===== config.mk =====
export PLATFORM = sky130hd
export DESIGN_NAME = ueh_flags_top
export DESIGN_NICKNAME = d
export VERILOG_FILES = /design/src/logic/ueh_pkg.sv /design/src/logic/ueh_flags_top.sv /design/src/logic/ueh_ep_flags.sv
export VERILOG_INCLUDE_DIRS = /design/src /design/src/logic
export SDC_FILE = /design/constraint.sdc
export NUM_CORES = 1
export LEC_CHECK = 0
export BUFFER_PORTS_ARGS = -buffer_cell sky130_fd_sc_hd__buf_2
export CAP_MARGIN = 20
export CORE_MARGIN = 2
export CORE_UTILIZATION = 53
export DETAILED_ROUTE_END_ITERATION = 12
export PLACE_DENSITY = 0.81
export SETUP_SLACK_MARGIN = 0.5
export SYNTH_ARGS = -nofsm -noshare
export SYNTH_HDL_FRONTEND = slang
export SYNTH_HIERARCHICAL = 1
export SYNTH_SLANG_ARGS = --single-unit

===== constraint.sdc =====
create_clock -name clk_sys -period 3.31 [get_ports clk_sys]
set_input_delay 0.1655 -clock clk_sys [delete_from_list [all_inputs] [get_ports clk_sys]]
set_output_delay 0.1655 -clock clk_sys [all_outputs]
set_load 0.005 [all_outputs]

===== src/logic/ueh_consts.svh =====
// Offsets, field positions, reset values and bus figures of the endpoint flag block.
// Assumes an APB master with 32-bit data; register indices are times four on the bus.
`ifndef UEH_CONSTS_SVH
`define UEH_CONSTS_SVH

// ==========================================================
// Register indices (byte address = index * 4)
`define UEH_IDX_EP3_CTRL 14'h1FA2
`define UEH_IDX_EP2_CTRL 14'h1FA3
`define UEH_IDX_EP1_CTRL 14'h1FA4
`define UEH_IDX_EP0_CTRL 14'h1FA5
`define UEH_IDX_EP4_CTRL 14'h1FA6
`define UEH_IDX_EP3_STAT 14'h1FDA
`define UEH_IDX_EP2_STAT 14'h1FDB
`define UEH_IDX_EP1_STAT 14'h1FDC
`define UEH_IDX_EP0_STAT 14'h1FDD
`define UEH_IDX_EP4_STAT 14'h1FDE

// ==========================================================
// Control and acknowledge fields
`define UEH_CTL_DIR 7
`define UEH_CTL_LAST 6
`define UEH_CTL_STALL 5
`define UEH_CTL_LOADED 4
`define UEH_ACK_STALL 3
`define UEH_ACK_SETUP 2
`define UEH_ACK_OUT 1
`define UEH_ACK_IN 0

// ==========================================================
// Status fields
`define UEH_ST_STALL 3
`define UEH_ST_SETUP 2
`define UEH_ST_OUT 1
`define UEH_ST_IN 0

// ==========================================================
// Reset values and sizes
`define UEH_CTRL_RESET 8'h00
`define UEH_STAT_RESET 8'h00
`define UEH_NUM_EP 5
`define UEH_PADDR_W 16

`endif


===== src/logic/ueh_pkg.sv =====
// Types shared by the endpoint flag block.
// Assumes nothing beyond a SystemVerilog compiler.
`default_nettype none
package ueh_pkg;

   // ==========================================================
   // Token kinds from the serial engine
   typedef enum logic [1:0] {
      UEH_TOK_OUT = 2'b00,
      UEH_TOK_IN = 2'b01,
      UEH_TOK_SETUP = 2'b10
   } ueh_tok_t;

   // ==========================================================
   // Answers to a token
   typedef enum logic [2:0] {
      UEH_RSP_NONE = 3'b000,
      UEH_RSP_ACK = 3'b001,
      UEH_RSP_NAK = 3'b010,
      UEH_RSP_STALL = 3'b011,
      UEH_RSP_DATA = 3'b100,
      UEH_RSP_ZLP1 = 3'b101
   } ueh_rsp_t;

   // ==========================================================
   // Transaction outcomes reported by the serial engine
   typedef enum logic [2:0] {
      UEH_EV_IN_SENT = 3'b000,
      UEH_EV_IN_ACKED = 3'b001,
      UEH_EV_OUT_STORED = 3'b010,
      UEH_EV_SETUP_STORED = 3'b011,
      UEH_EV_STALL_SENT = 3'b100
   } ueh_ev_t;

   // ==========================================================
   // Control endpoint transfer phase
   typedef enum logic [1:0] {
      UEH_PH_IDLE = 2'b00,
      UEH_PH_DATA = 2'b01,
      UEH_PH_STATUS = 2'b10
   } ueh_phase_t;

endpackage
`default_nettype wire


===== src/logic/ueh_flags_top.sv =====
// Endpoint handshake flags of a five-endpoint USB function: APB registers, token answers,
// control endpoint phase tracking and per-endpoint interrupt pulses.
// Assumes a serial engine that reports tokens and outcomes as one-cycle pulses on clk_sys.
//
// What this block does
// - Control endpoint sets in-done after read data, no-data status, write status.
// - Direction bit picks the status phase: 0 write/no data, 1 read.
// - With last and loaded set, send the packet first, then enter status.
// - Interrupt after control status phase; last-packet bit stays set.
// - Control stall request answers IN/OUT tokens with STALL, incl. no-data.
// - Endpoints 1-4 answer IN/OUT tokens with STALL while stall requested.
// - Loaded clears on host ACK; isochronous clears once data is sent.
// - Clearing loaded with in-done set interrupts when enabled.
// - Control loaded clear with last set and direction 0 completes status by DATA1 IN.
// - Ack ones clear stall-done, out-packet and in-done; not stored.
// - Control ack bit 2 clears setup-received; not stored.
// - Stall-done sets after a STALL handshake went out.
// - Out-packet sets on stored OUT data; OUT tokens NAKed while set.
// - Setting out-packet interrupts when the endpoint interrupt is enabled.
// - Out-packet serves bulk, isochronous and interrupt OUT endpoints.
// - Endpoints 1-4 set in-done on a successful IN transaction.
// - Reserved status and control bits read as zero.
// - Valid SETUP sets setup-received and clears the other status flags.
//
// Added by the designer: the APB interface to the registers.
`timescale 1ns/1ps
`default_nettype none
`include "ueh_consts.svh"
module ueh_flags_top
   import ueh_pkg::*;
(
   input wire logic clk_sys,
   input wire logic srst,
   input wire logic psel,
   input wire logic penable,
   input wire logic pwrite,
   input wire logic [`UEH_PADDR_W-1:0] paddr,
   input wire logic [31:0] pwdata,
   output logic [31:0] prdata,
   output logic pready,
   output logic pslverr,
   input wire logic tokValid,
   input wire logic [1:0] tokKind,
   input wire logic [2:0] tokEp,
   output logic rspValid,
   output logic [2:0] rspCode,
   input wire logic evValid,
   input wire logic [2:0] evKind,
   input wire logic [2:0] evEp,
   input wire logic [4:0] epIso,
   input wire logic [4:0] epIrqEn,
   output logic [4:0] epIrq
);

   // ==========================================================
   // Register decode
   // Returns {hit, isCtrl, ep[2:0]} for a word index
   function automatic logic [4:0] decodeIdx(input logic [13:0] idx);
      logic [4:0] r;
      r = 5'h00;
      case (idx)
         `UEH_IDX_EP0_CTRL: r = 5'b11000;
         `UEH_IDX_EP1_CTRL: r = 5'b11001;
         `UEH_IDX_EP2_CTRL: r = 5'b11010;
         `UEH_IDX_EP3_CTRL: r = 5'b11011;
         `UEH_IDX_EP4_CTRL: r = 5'b11100;
         `UEH_IDX_EP0_STAT: r = 5'b10000;
         `UEH_IDX_EP1_STAT: r = 5'b10001;
         `UEH_IDX_EP2_STAT: r = 5'b10010;
         `UEH_IDX_EP3_STAT: r = 5'b10011;
         `UEH_IDX_EP4_STAT: r = 5'b10100;
         default: r = 5'h00;
      endcase
      return r;
   endfunction

   // One-hot endpoint select; numbers above four select nothing
   function automatic logic [4:0] epOneHot(input logic [2:0] ep);
      logic [4:0] r;
      r = 5'h00;
      case (ep)
         3'd0: r = 5'b00001;
         3'd1: r = 5'b00010;
         3'd2: r = 5'b00100;
         3'd3: r = 5'b01000;
         3'd4: r = 5'b10000;
         default: r = 5'h00;
      endcase
      return r;
   endfunction

   logic [4:0] dec;
   logic decHit, decCtrl;
   logic [2:0] decEp;
   logic apbWrite;
   logic [4:0] ctrlWr;

   assign dec = decodeIdx(paddr[`UEH_PADDR_W-1:2]);
   assign decHit = dec[4];
   assign decCtrl = dec[3];
   assign decEp = dec[2:0];
   // Status registers are read-only; a write to them is a mapped no-op
   assign apbWrite = psel && penable && pwrite && decHit && decCtrl;
   assign ctrlWr = apbWrite ? epOneHot(decEp) : 5'h00;

   // ==========================================================
   // Per-endpoint flag banks
   logic [4:0] setInDone, setOutPkt, setStallDone, clrLoaded;
   logic setSetup0;
   logic [4:0] inDone, outPkt, loaded, stallReq, lastPkt, xferDir;
   logic [7:0] statusByte [0:4];
   logic [7:0] ctrlByte [0:4];

   // Separate banks so traffic on one endpoint never touches another
   generate
      for (genvar e = 0; e < `UEH_NUM_EP; e++) begin : g_ep
         ueh_ep_flags #(.IS_CTRL(e == 0)) u_flags (
            .clk_sys(clk_sys),
            .srst(srst),
            .wrEn(ctrlWr[e]),
            .wrData(pwdata[7:0]),
            .setInDone(setInDone[e]),
            .setOutPkt(setOutPkt[e]),
            .setStallDone(setStallDone[e]),
            .setSetup((e == 0) ? setSetup0 : 1'b0),
            .clrLoaded(clrLoaded[e]),
            .statusByte(statusByte[e]),
            .ctrlByte(ctrlByte[e]),
            .inDone(inDone[e]),
            .outPkt(outPkt[e]),
            .loaded(loaded[e]),
            .stallReq(stallReq[e]),
            .lastPkt(lastPkt[e]),
            .xferDir(xferDir[e])
         );
      end
   endgenerate

   // ==========================================================
   // APB slave: read data latched in setup, answer in the first access cycle
   always_ff @(posedge clk_sys) begin
      if (srst) begin
         prdata <= 32'h0000_0000;
         pslverr <= 1'b0;
      end else if (psel && !penable) begin
         pslverr <= !decHit;
         if (!decHit || decEp > 3'd4) begin
            prdata <= 32'h0000_0000;
         end else if (decCtrl) begin
            prdata <= {24'h00_0000, ctrlByte[decEp]};
         end else begin
            prdata <= {24'h00_0000, statusByte[decEp]};
         end
      end
   end

   assign pready = psel && penable;

   // ==========================================================
   // Control endpoint phase
   ueh_phase_t phase_reg;
   logic zlpPending_reg;
   logic [4:0] evSel;
   logic evIn, evAck, evOut, evSetup, evStall;
   logic ctrlAck, ctrlStatusIn, ctrlStatusOut;

   assign evSel = evValid ? epOneHot(evEp) : 5'h00;
   assign evIn = evKind == UEH_EV_IN_SENT;
   assign evAck = evKind == UEH_EV_IN_ACKED;
   assign evOut = evKind == UEH_EV_OUT_STORED;
   assign evSetup = evKind == UEH_EV_SETUP_STORED;
   assign evStall = evKind == UEH_EV_STALL_SENT;

   assign ctrlAck = evSel[0] && evAck;
   // DATA1 zero-length IN acked: status after control write or no data stage
   assign ctrlStatusIn = ctrlAck && zlpPending_reg;
   // Zero-length OUT in status phase: status after a control read
   assign ctrlStatusOut = evSel[0] && evOut && phase_reg == UEH_PH_STATUS && xferDir[0];

   always_ff @(posedge clk_sys) begin
      if (srst) begin
         phase_reg <= UEH_PH_IDLE;
      end else if (evSel[0] && evSetup) begin
         phase_reg <= UEH_PH_DATA;
      end else begin
         case (phase_reg)
            UEH_PH_IDLE: phase_reg <= UEH_PH_IDLE;
            UEH_PH_DATA: begin
               // Waits until the last loaded packet is gone
               if (lastPkt[0] && !loaded[0]) phase_reg <= UEH_PH_STATUS;
            end
            UEH_PH_STATUS: begin
               if (ctrlStatusIn || ctrlStatusOut) phase_reg <= UEH_PH_IDLE;
            end
            default: phase_reg <= UEH_PH_IDLE;
         endcase
      end
   end

   // ==========================================================
   // Token answers, one cycle after the token
   ueh_rsp_t rspNext;
   logic [4:0] tokSel;
   logic tokOnZlp;

   assign tokSel = epOneHot(tokEp);

   always_comb begin
      rspNext = UEH_RSP_NONE;
      tokOnZlp = 1'b0;
      if (tokSel != 5'h00) begin
         if (tokKind == UEH_TOK_SETUP) begin
            // A setup to endpoint 0 is always acked, even over unread OUT data; endpoints 1-4 get no answer
            rspNext = (tokSel[0]) ? UEH_RSP_ACK : UEH_RSP_NONE;
         end else if ((tokSel & stallReq) != 5'h00) begin
            // Also covers the status of a stalled no-data transfer
            rspNext = UEH_RSP_STALL;
         end else if (tokKind == UEH_TOK_OUT) begin
            rspNext = ((tokSel & outPkt) != 5'h00) ? UEH_RSP_NAK : UEH_RSP_ACK;
         end else if (tokKind == UEH_TOK_IN) begin
            if ((tokSel & loaded) != 5'h00) begin
               rspNext = UEH_RSP_DATA;
            end else if (tokSel[0] && phase_reg == UEH_PH_STATUS && !xferDir[0]) begin
               // Status stage direction from the direction bit
               rspNext = UEH_RSP_ZLP1;
               tokOnZlp = 1'b1;
            end else begin
               rspNext = UEH_RSP_NAK;
            end
         end
      end
   end

   always_ff @(posedge clk_sys) begin
      if (srst) begin
         rspValid <= 1'b0;
         rspCode <= UEH_RSP_NONE;
      end else begin
         rspValid <= tokValid;
         rspCode <= tokValid ? rspNext : UEH_RSP_NONE;
      end
   end

   // Remembers that the answer in flight on the control endpoint is the status packet
   always_ff @(posedge clk_sys) begin
      if (srst) begin
         zlpPending_reg <= 1'b0;
      end else if (evSel[0] && evSetup) begin
         zlpPending_reg <= 1'b0;
      end else if (tokValid && tokOnZlp) begin
         zlpPending_reg <= 1'b1;
      end else if (ctrlAck) begin
         zlpPending_reg <= 1'b0;
      end
   end

   // ==========================================================
   // Outcome to flag strobes
   always_comb begin
      setInDone = 5'h00;
      setOutPkt = 5'h00;
      setStallDone = 5'h00;
      clrLoaded = 5'h00;
      setSetup0 = evSel[0] && evSetup;
      for (int e = 0; e < `UEH_NUM_EP; e++) begin
         if (evSel[e]) begin
            if (evStall) setStallDone[e] = 1'b1;
            if (evOut) setOutPkt[e] = 1'b1;
            // Isochronous data gets no handshake, so sending ends it
            if (evIn && epIso[e]) begin
               clrLoaded[e] = 1'b1;
               if (e != 0) setInDone[e] = 1'b1;
            end
            if (evAck && !epIso[e]) begin
               if (e != 0) begin
                  clrLoaded[e] = 1'b1;
                  setInDone[e] = 1'b1;
               end else if (zlpPending_reg) begin
                  setInDone[e] = 1'b1;
               end else begin
                  clrLoaded[e] = 1'b1;
                  // Last data packet acked ends a control read data stage
                  if (lastPkt[0]) setInDone[e] = 1'b1;
               end
            end
         end
      end
   end

   // ==========================================================
   // Interrupt pulses, gated by the endpoint's enable
   logic [4:0] irqCause;
   always_comb begin
      irqCause = setOutPkt;
      irqCause = irqCause | (clrLoaded & (inDone | setInDone));
      irqCause[0] = irqCause[0] | setSetup0;
      // Last-packet bit is left for firmware to clear
      irqCause[0] = irqCause[0] | ctrlStatusIn | ctrlStatusOut;
   end

   always_ff @(posedge clk_sys) begin
      if (srst) begin
         epIrq <= 5'h00;
      end else begin
         epIrq <= irqCause & epIrqEn;
      end
   end

endmodule
`default_nettype wire


===== src/logic/ueh_ep_flags.sv =====
// One endpoint's status flags and control/acknowledge bits.
// Assumes set and clear strobes are one-cycle pulses on clk_sys.
`timescale 1ns/1ps
`default_nettype none
`include "ueh_consts.svh"
module ueh_ep_flags #(
   parameter bit IS_CTRL = 1'b0
) (
   input wire logic clk_sys,
   input wire logic srst,
   input wire logic wrEn,
   input wire logic [7:0] wrData,
   input wire logic setInDone,
   input wire logic setOutPkt,
   input wire logic setStallDone,
   input wire logic setSetup,
   input wire logic clrLoaded,
   output logic [7:0] statusByte,
   output logic [7:0] ctrlByte,
   output logic inDone,
   output logic outPkt,
   output logic loaded,
   output logic stallReq,
   output logic lastPkt,
   output logic xferDir
);
   logic inDone_reg, outPkt_reg, stallDone_reg, setup_reg;
   logic dir_reg, last_reg, stall_reg, loaded_reg;

   // ==========================================================
   // Status flags: a hardware set beats a clear in the same cycle
   always_ff @(posedge clk_sys) begin
      if (srst) begin
         inDone_reg <= 1'b0;
         outPkt_reg <= 1'b0;
         stallDone_reg <= 1'b0;
         setup_reg <= 1'b0;
      end else begin
         // Ones clear, zeros leave alone, nothing is stored
         if (setInDone) inDone_reg <= 1'b1;
         else if (setSetup || (wrEn && wrData[`UEH_ACK_IN])) inDone_reg <= 1'b0;
         if (setOutPkt) outPkt_reg <= 1'b1;
         else if (setSetup || (wrEn && wrData[`UEH_ACK_OUT])) outPkt_reg <= 1'b0;
         if (setStallDone) stallDone_reg <= 1'b1;
         else if (setSetup || (wrEn && wrData[`UEH_ACK_STALL])) stallDone_reg <= 1'b0;
         if (IS_CTRL && setSetup) setup_reg <= 1'b1;
         else if (wrEn && wrData[`UEH_ACK_SETUP]) setup_reg <= 1'b0;
      end
   end

   // ==========================================================
   // Control bits; a firmware load beats a hardware clear so a new packet is not lost
   always_ff @(posedge clk_sys) begin
      if (srst) begin
         dir_reg <= 1'b0;
         last_reg <= 1'b0;
         stall_reg <= 1'b0;
         loaded_reg <= 1'b0;
      end else if (wrEn) begin
         dir_reg <= IS_CTRL & wrData[`UEH_CTL_DIR];
         last_reg <= wrData[`UEH_CTL_LAST];
         stall_reg <= wrData[`UEH_CTL_STALL];
         loaded_reg <= wrData[`UEH_CTL_LOADED];
      end else if (clrLoaded) begin
         loaded_reg <= 1'b0;
      end
   end

   // Reserved bits read as zero
   assign statusByte = {4'h0, stallDone_reg, setup_reg & IS_CTRL, outPkt_reg, inDone_reg};
   assign ctrlByte = {dir_reg & IS_CTRL, last_reg, stall_reg, loaded_reg, 4'h0};
   assign inDone = inDone_reg;
   assign outPkt = outPkt_reg;
   assign loaded = loaded_reg;
   assign stallReq = stall_reg;
   assign lastPkt = last_reg;
   assign xferDir = dir_reg;
endmodule
`default_nettype wire


==> flow_summary_export.csv <==
group,metric,value,unit
outcome,status,"complete, no violations",
worst_setup_path,critPathRequiredTime,3510,ps
cells_and_area,insertedDiodeCount,0,
cells_and_area,drive_gt1_frac,0.202,
synthesis,yosys_warnings,6,
route,wire_per_inst,14.1,um
route,wl_met3,689,um
sta,skew,6.07,ps
clocking,clk_latency,310,ps
worst_hold_path,min_from,"epIrqEn[3]",
cells_and_area,nNetsFinal,636,
power_and_ir_drop,ir_drop,0.000264,V
cells_and_area,layout.cells.most_common_list,"conb_1 (76), nor2_1 (72), buf_2 (68)",
worst_setup_path,r2r-start,"g_ep[0].u_flags/loaded$_SDFFE_PP0P_",
clocking,cts_resized,0,
synthesis,syn_inst,523,
sta,tightest_slew,910,ps
route,first_iter_violations,184,
sta,setup_violations,0,
route,viasPerCell,5.30,
cells_and_area,largest-register,"prdata",
floorplan,initial_core_util,0.555,
clocking,cts_tree,"built",
placed_design,dp_hpwl,7.13,mm
clocking,h-tree-depth,2,
route,drc_errors,0,
floorplan,dieArea,8400,um^2
power_and_ir_drop,powerDensity,284,nW/um^2
sta,max_slew_margin,0.389,
route,via_count,3492,
worst_setup_path,start_kind,"input pin",
power_and_ir_drop,power.leakage,1.72,nW
clocking,post-cts-setup-buffers,0,
route,firstDrtPassIters,5,
cells_and_area,final_core_util,0.560,
sta,rsz0062_at_grt,"no",
route,wl_met2,4.35,mm
worst_setup_path,reg2regPathDepth,6,
sta,fin_crit_sh,0.787,
power_and_ir_drop,pwr-share-comb,0.129,
cells_and_area,syn_to_final_growth,0.768,%
sta,fmax,384,MHz
worst_setup_path,worstPathMaxFanout,9,
worst_hold_path,whs_path_depth,2,
clocking,ctsHoldBuffers,0,
clocking,root_buffer,"clkbuf_8",
synthesis,synth.avg_cell_area,7.78,um^2
sta,fin_setup_tns,0,ps
cells_and_area,largest_reg_flops,8,
grt,grt_usage,0.224,
sta,slew_violations,0,
clocking,path_clk_slew,100,ps
cells_and_area,final_common_cell,"conb_1",
grt,antenna_found_initial,0,
floorplan,die_h,91.6,um
worst_hold_path,whs_endpoint,"epIrq[3]$_SDFF_PP0_",
grt,grt_max_degree,25,
placed_design,port_buffers,68,
power_and_ir_drop,p_seq_frac,0.551,
worst_setup_path,r2r_setup_slack,1580,ps
worst_hold_path,hp-class,"in2reg",
placed_design,routabilityCongestion,0.878,
clocking,clockBufferDepth,2,
power_and_ir_drop,clockPowerShare,0.319,
worst_setup_path,r2r_end,"zlpPending_reg$_SDFFE_PP0P_",
floorplan,core_area,7330,um^2
clocking,cts_sinks,53,
worst_setup_path,crit_type,"in2reg",
power_and_ir_drop,p_int,0.000842,W
power_and_ir_drop,switching_share,0.277,
grt,gr-total-overflow,0,
route,wl_met1,4.09,mm
flow_run,maxCapViolations,0,
power_and_ir_drop,switching_power,0.000323,W
route,drt_wl_total,9.29,mm
sta,period_needed,2600,ps
worst_setup_path,arrival,2810,ps
floorplan,die_w,91.6,um
worst_setup_path,crit_path_end_kind,"register",
grt,grt_pass1_vias,3244,
route,antenna_left,0,
sta,hold_slack,75.8,ps
grt,grt_first_pass_wirelength,15.3,mm
floorplan,rows,31,
sta,hold_viol,0,
route,maxUsedRoutingLayer,"met4",
floorplan,boundaryPins,119,
clocking,cts_made_buffers,5,
synthesis,netlist_area,4070,um^2
==> layer usage <==
metal,vias up,track usage
met5,-,0
met4,0,0.0846
met3,14,0.0337
met2,153,0.364
met1,1612,0.299
li1,1713,-
==> critical path, cell delays in order <==
cell	delay [ps]
buf_2	100
nand4b_1	260
or2_2	390
or3_1	380
or3_1	410
nor2_1	710
nand2_1	120
a31oi_1	210
nor2_1	50
==> how the worst max path moves through the flow <==
stage          startpoint                                   to  cells past startpoint
2_1_floorplan    paddr[8]  g_ep[2].u_flags/inDone$_SDFFE_PP0P_                     10
3_3_place_gp    paddr[15]  g_ep[0].u_flags/inDone$_SDFFE_PP0P_                      9
3_5_place_dp    paddr[15]  g_ep[0].u_flags/outPkt$_SDFFE_PP0P_                      9
4_1_cts         paddr[15]  g_ep[0].u_flags/outPkt$_SDFFE_PP0P_                      9
5_1_grt         paddr[15]  g_ep[0].u_flags/outPkt$_SDFFE_PP0P_                      9
6_report        paddr[15]  g_ep[0].u_flags/outPkt$_SDFFE_PP0P_                      9
==> power groups by stage <==
stage,Clock (W),Sequential (W),Combinational [W]
2_1_floorplan,0,0.000657,0.000146
3_3_place_gp,0,0.000657,0.000143
3_5_place_dp,0,0.000657,0.000146
4_1_cts,0.000380,0.000642,0.000147
5_1_grt,0.000407,0.000643,0.000171
6_report,0.000372,0.000642,0.000151
==> final cells by class <==
type | instances | area [um^2]
sequential | 53 | 1060
clock inverter | 2 | 16.3
clock buffer | 5 | 68.8
tap | 99 | 124
inverter | 28 | 105
timing repair buffer | 84 | 460
multi-input combinational | 388 | 2270
fill | 721 | 3230
==> through the flow <==
step	area, um^2	instances	total power [W]	setup WS (ps)
after CTS	4100	659	0.00117	747
after global routing	4100	659	0.00122	572
final	4100	659	0.00116	705
after detailed placement	4020	652	0.000803	417
after floorplan	4330	593	0.000803	895
after global placement	4020	652	0.000800	483
(Power assumes the default switching activity.)
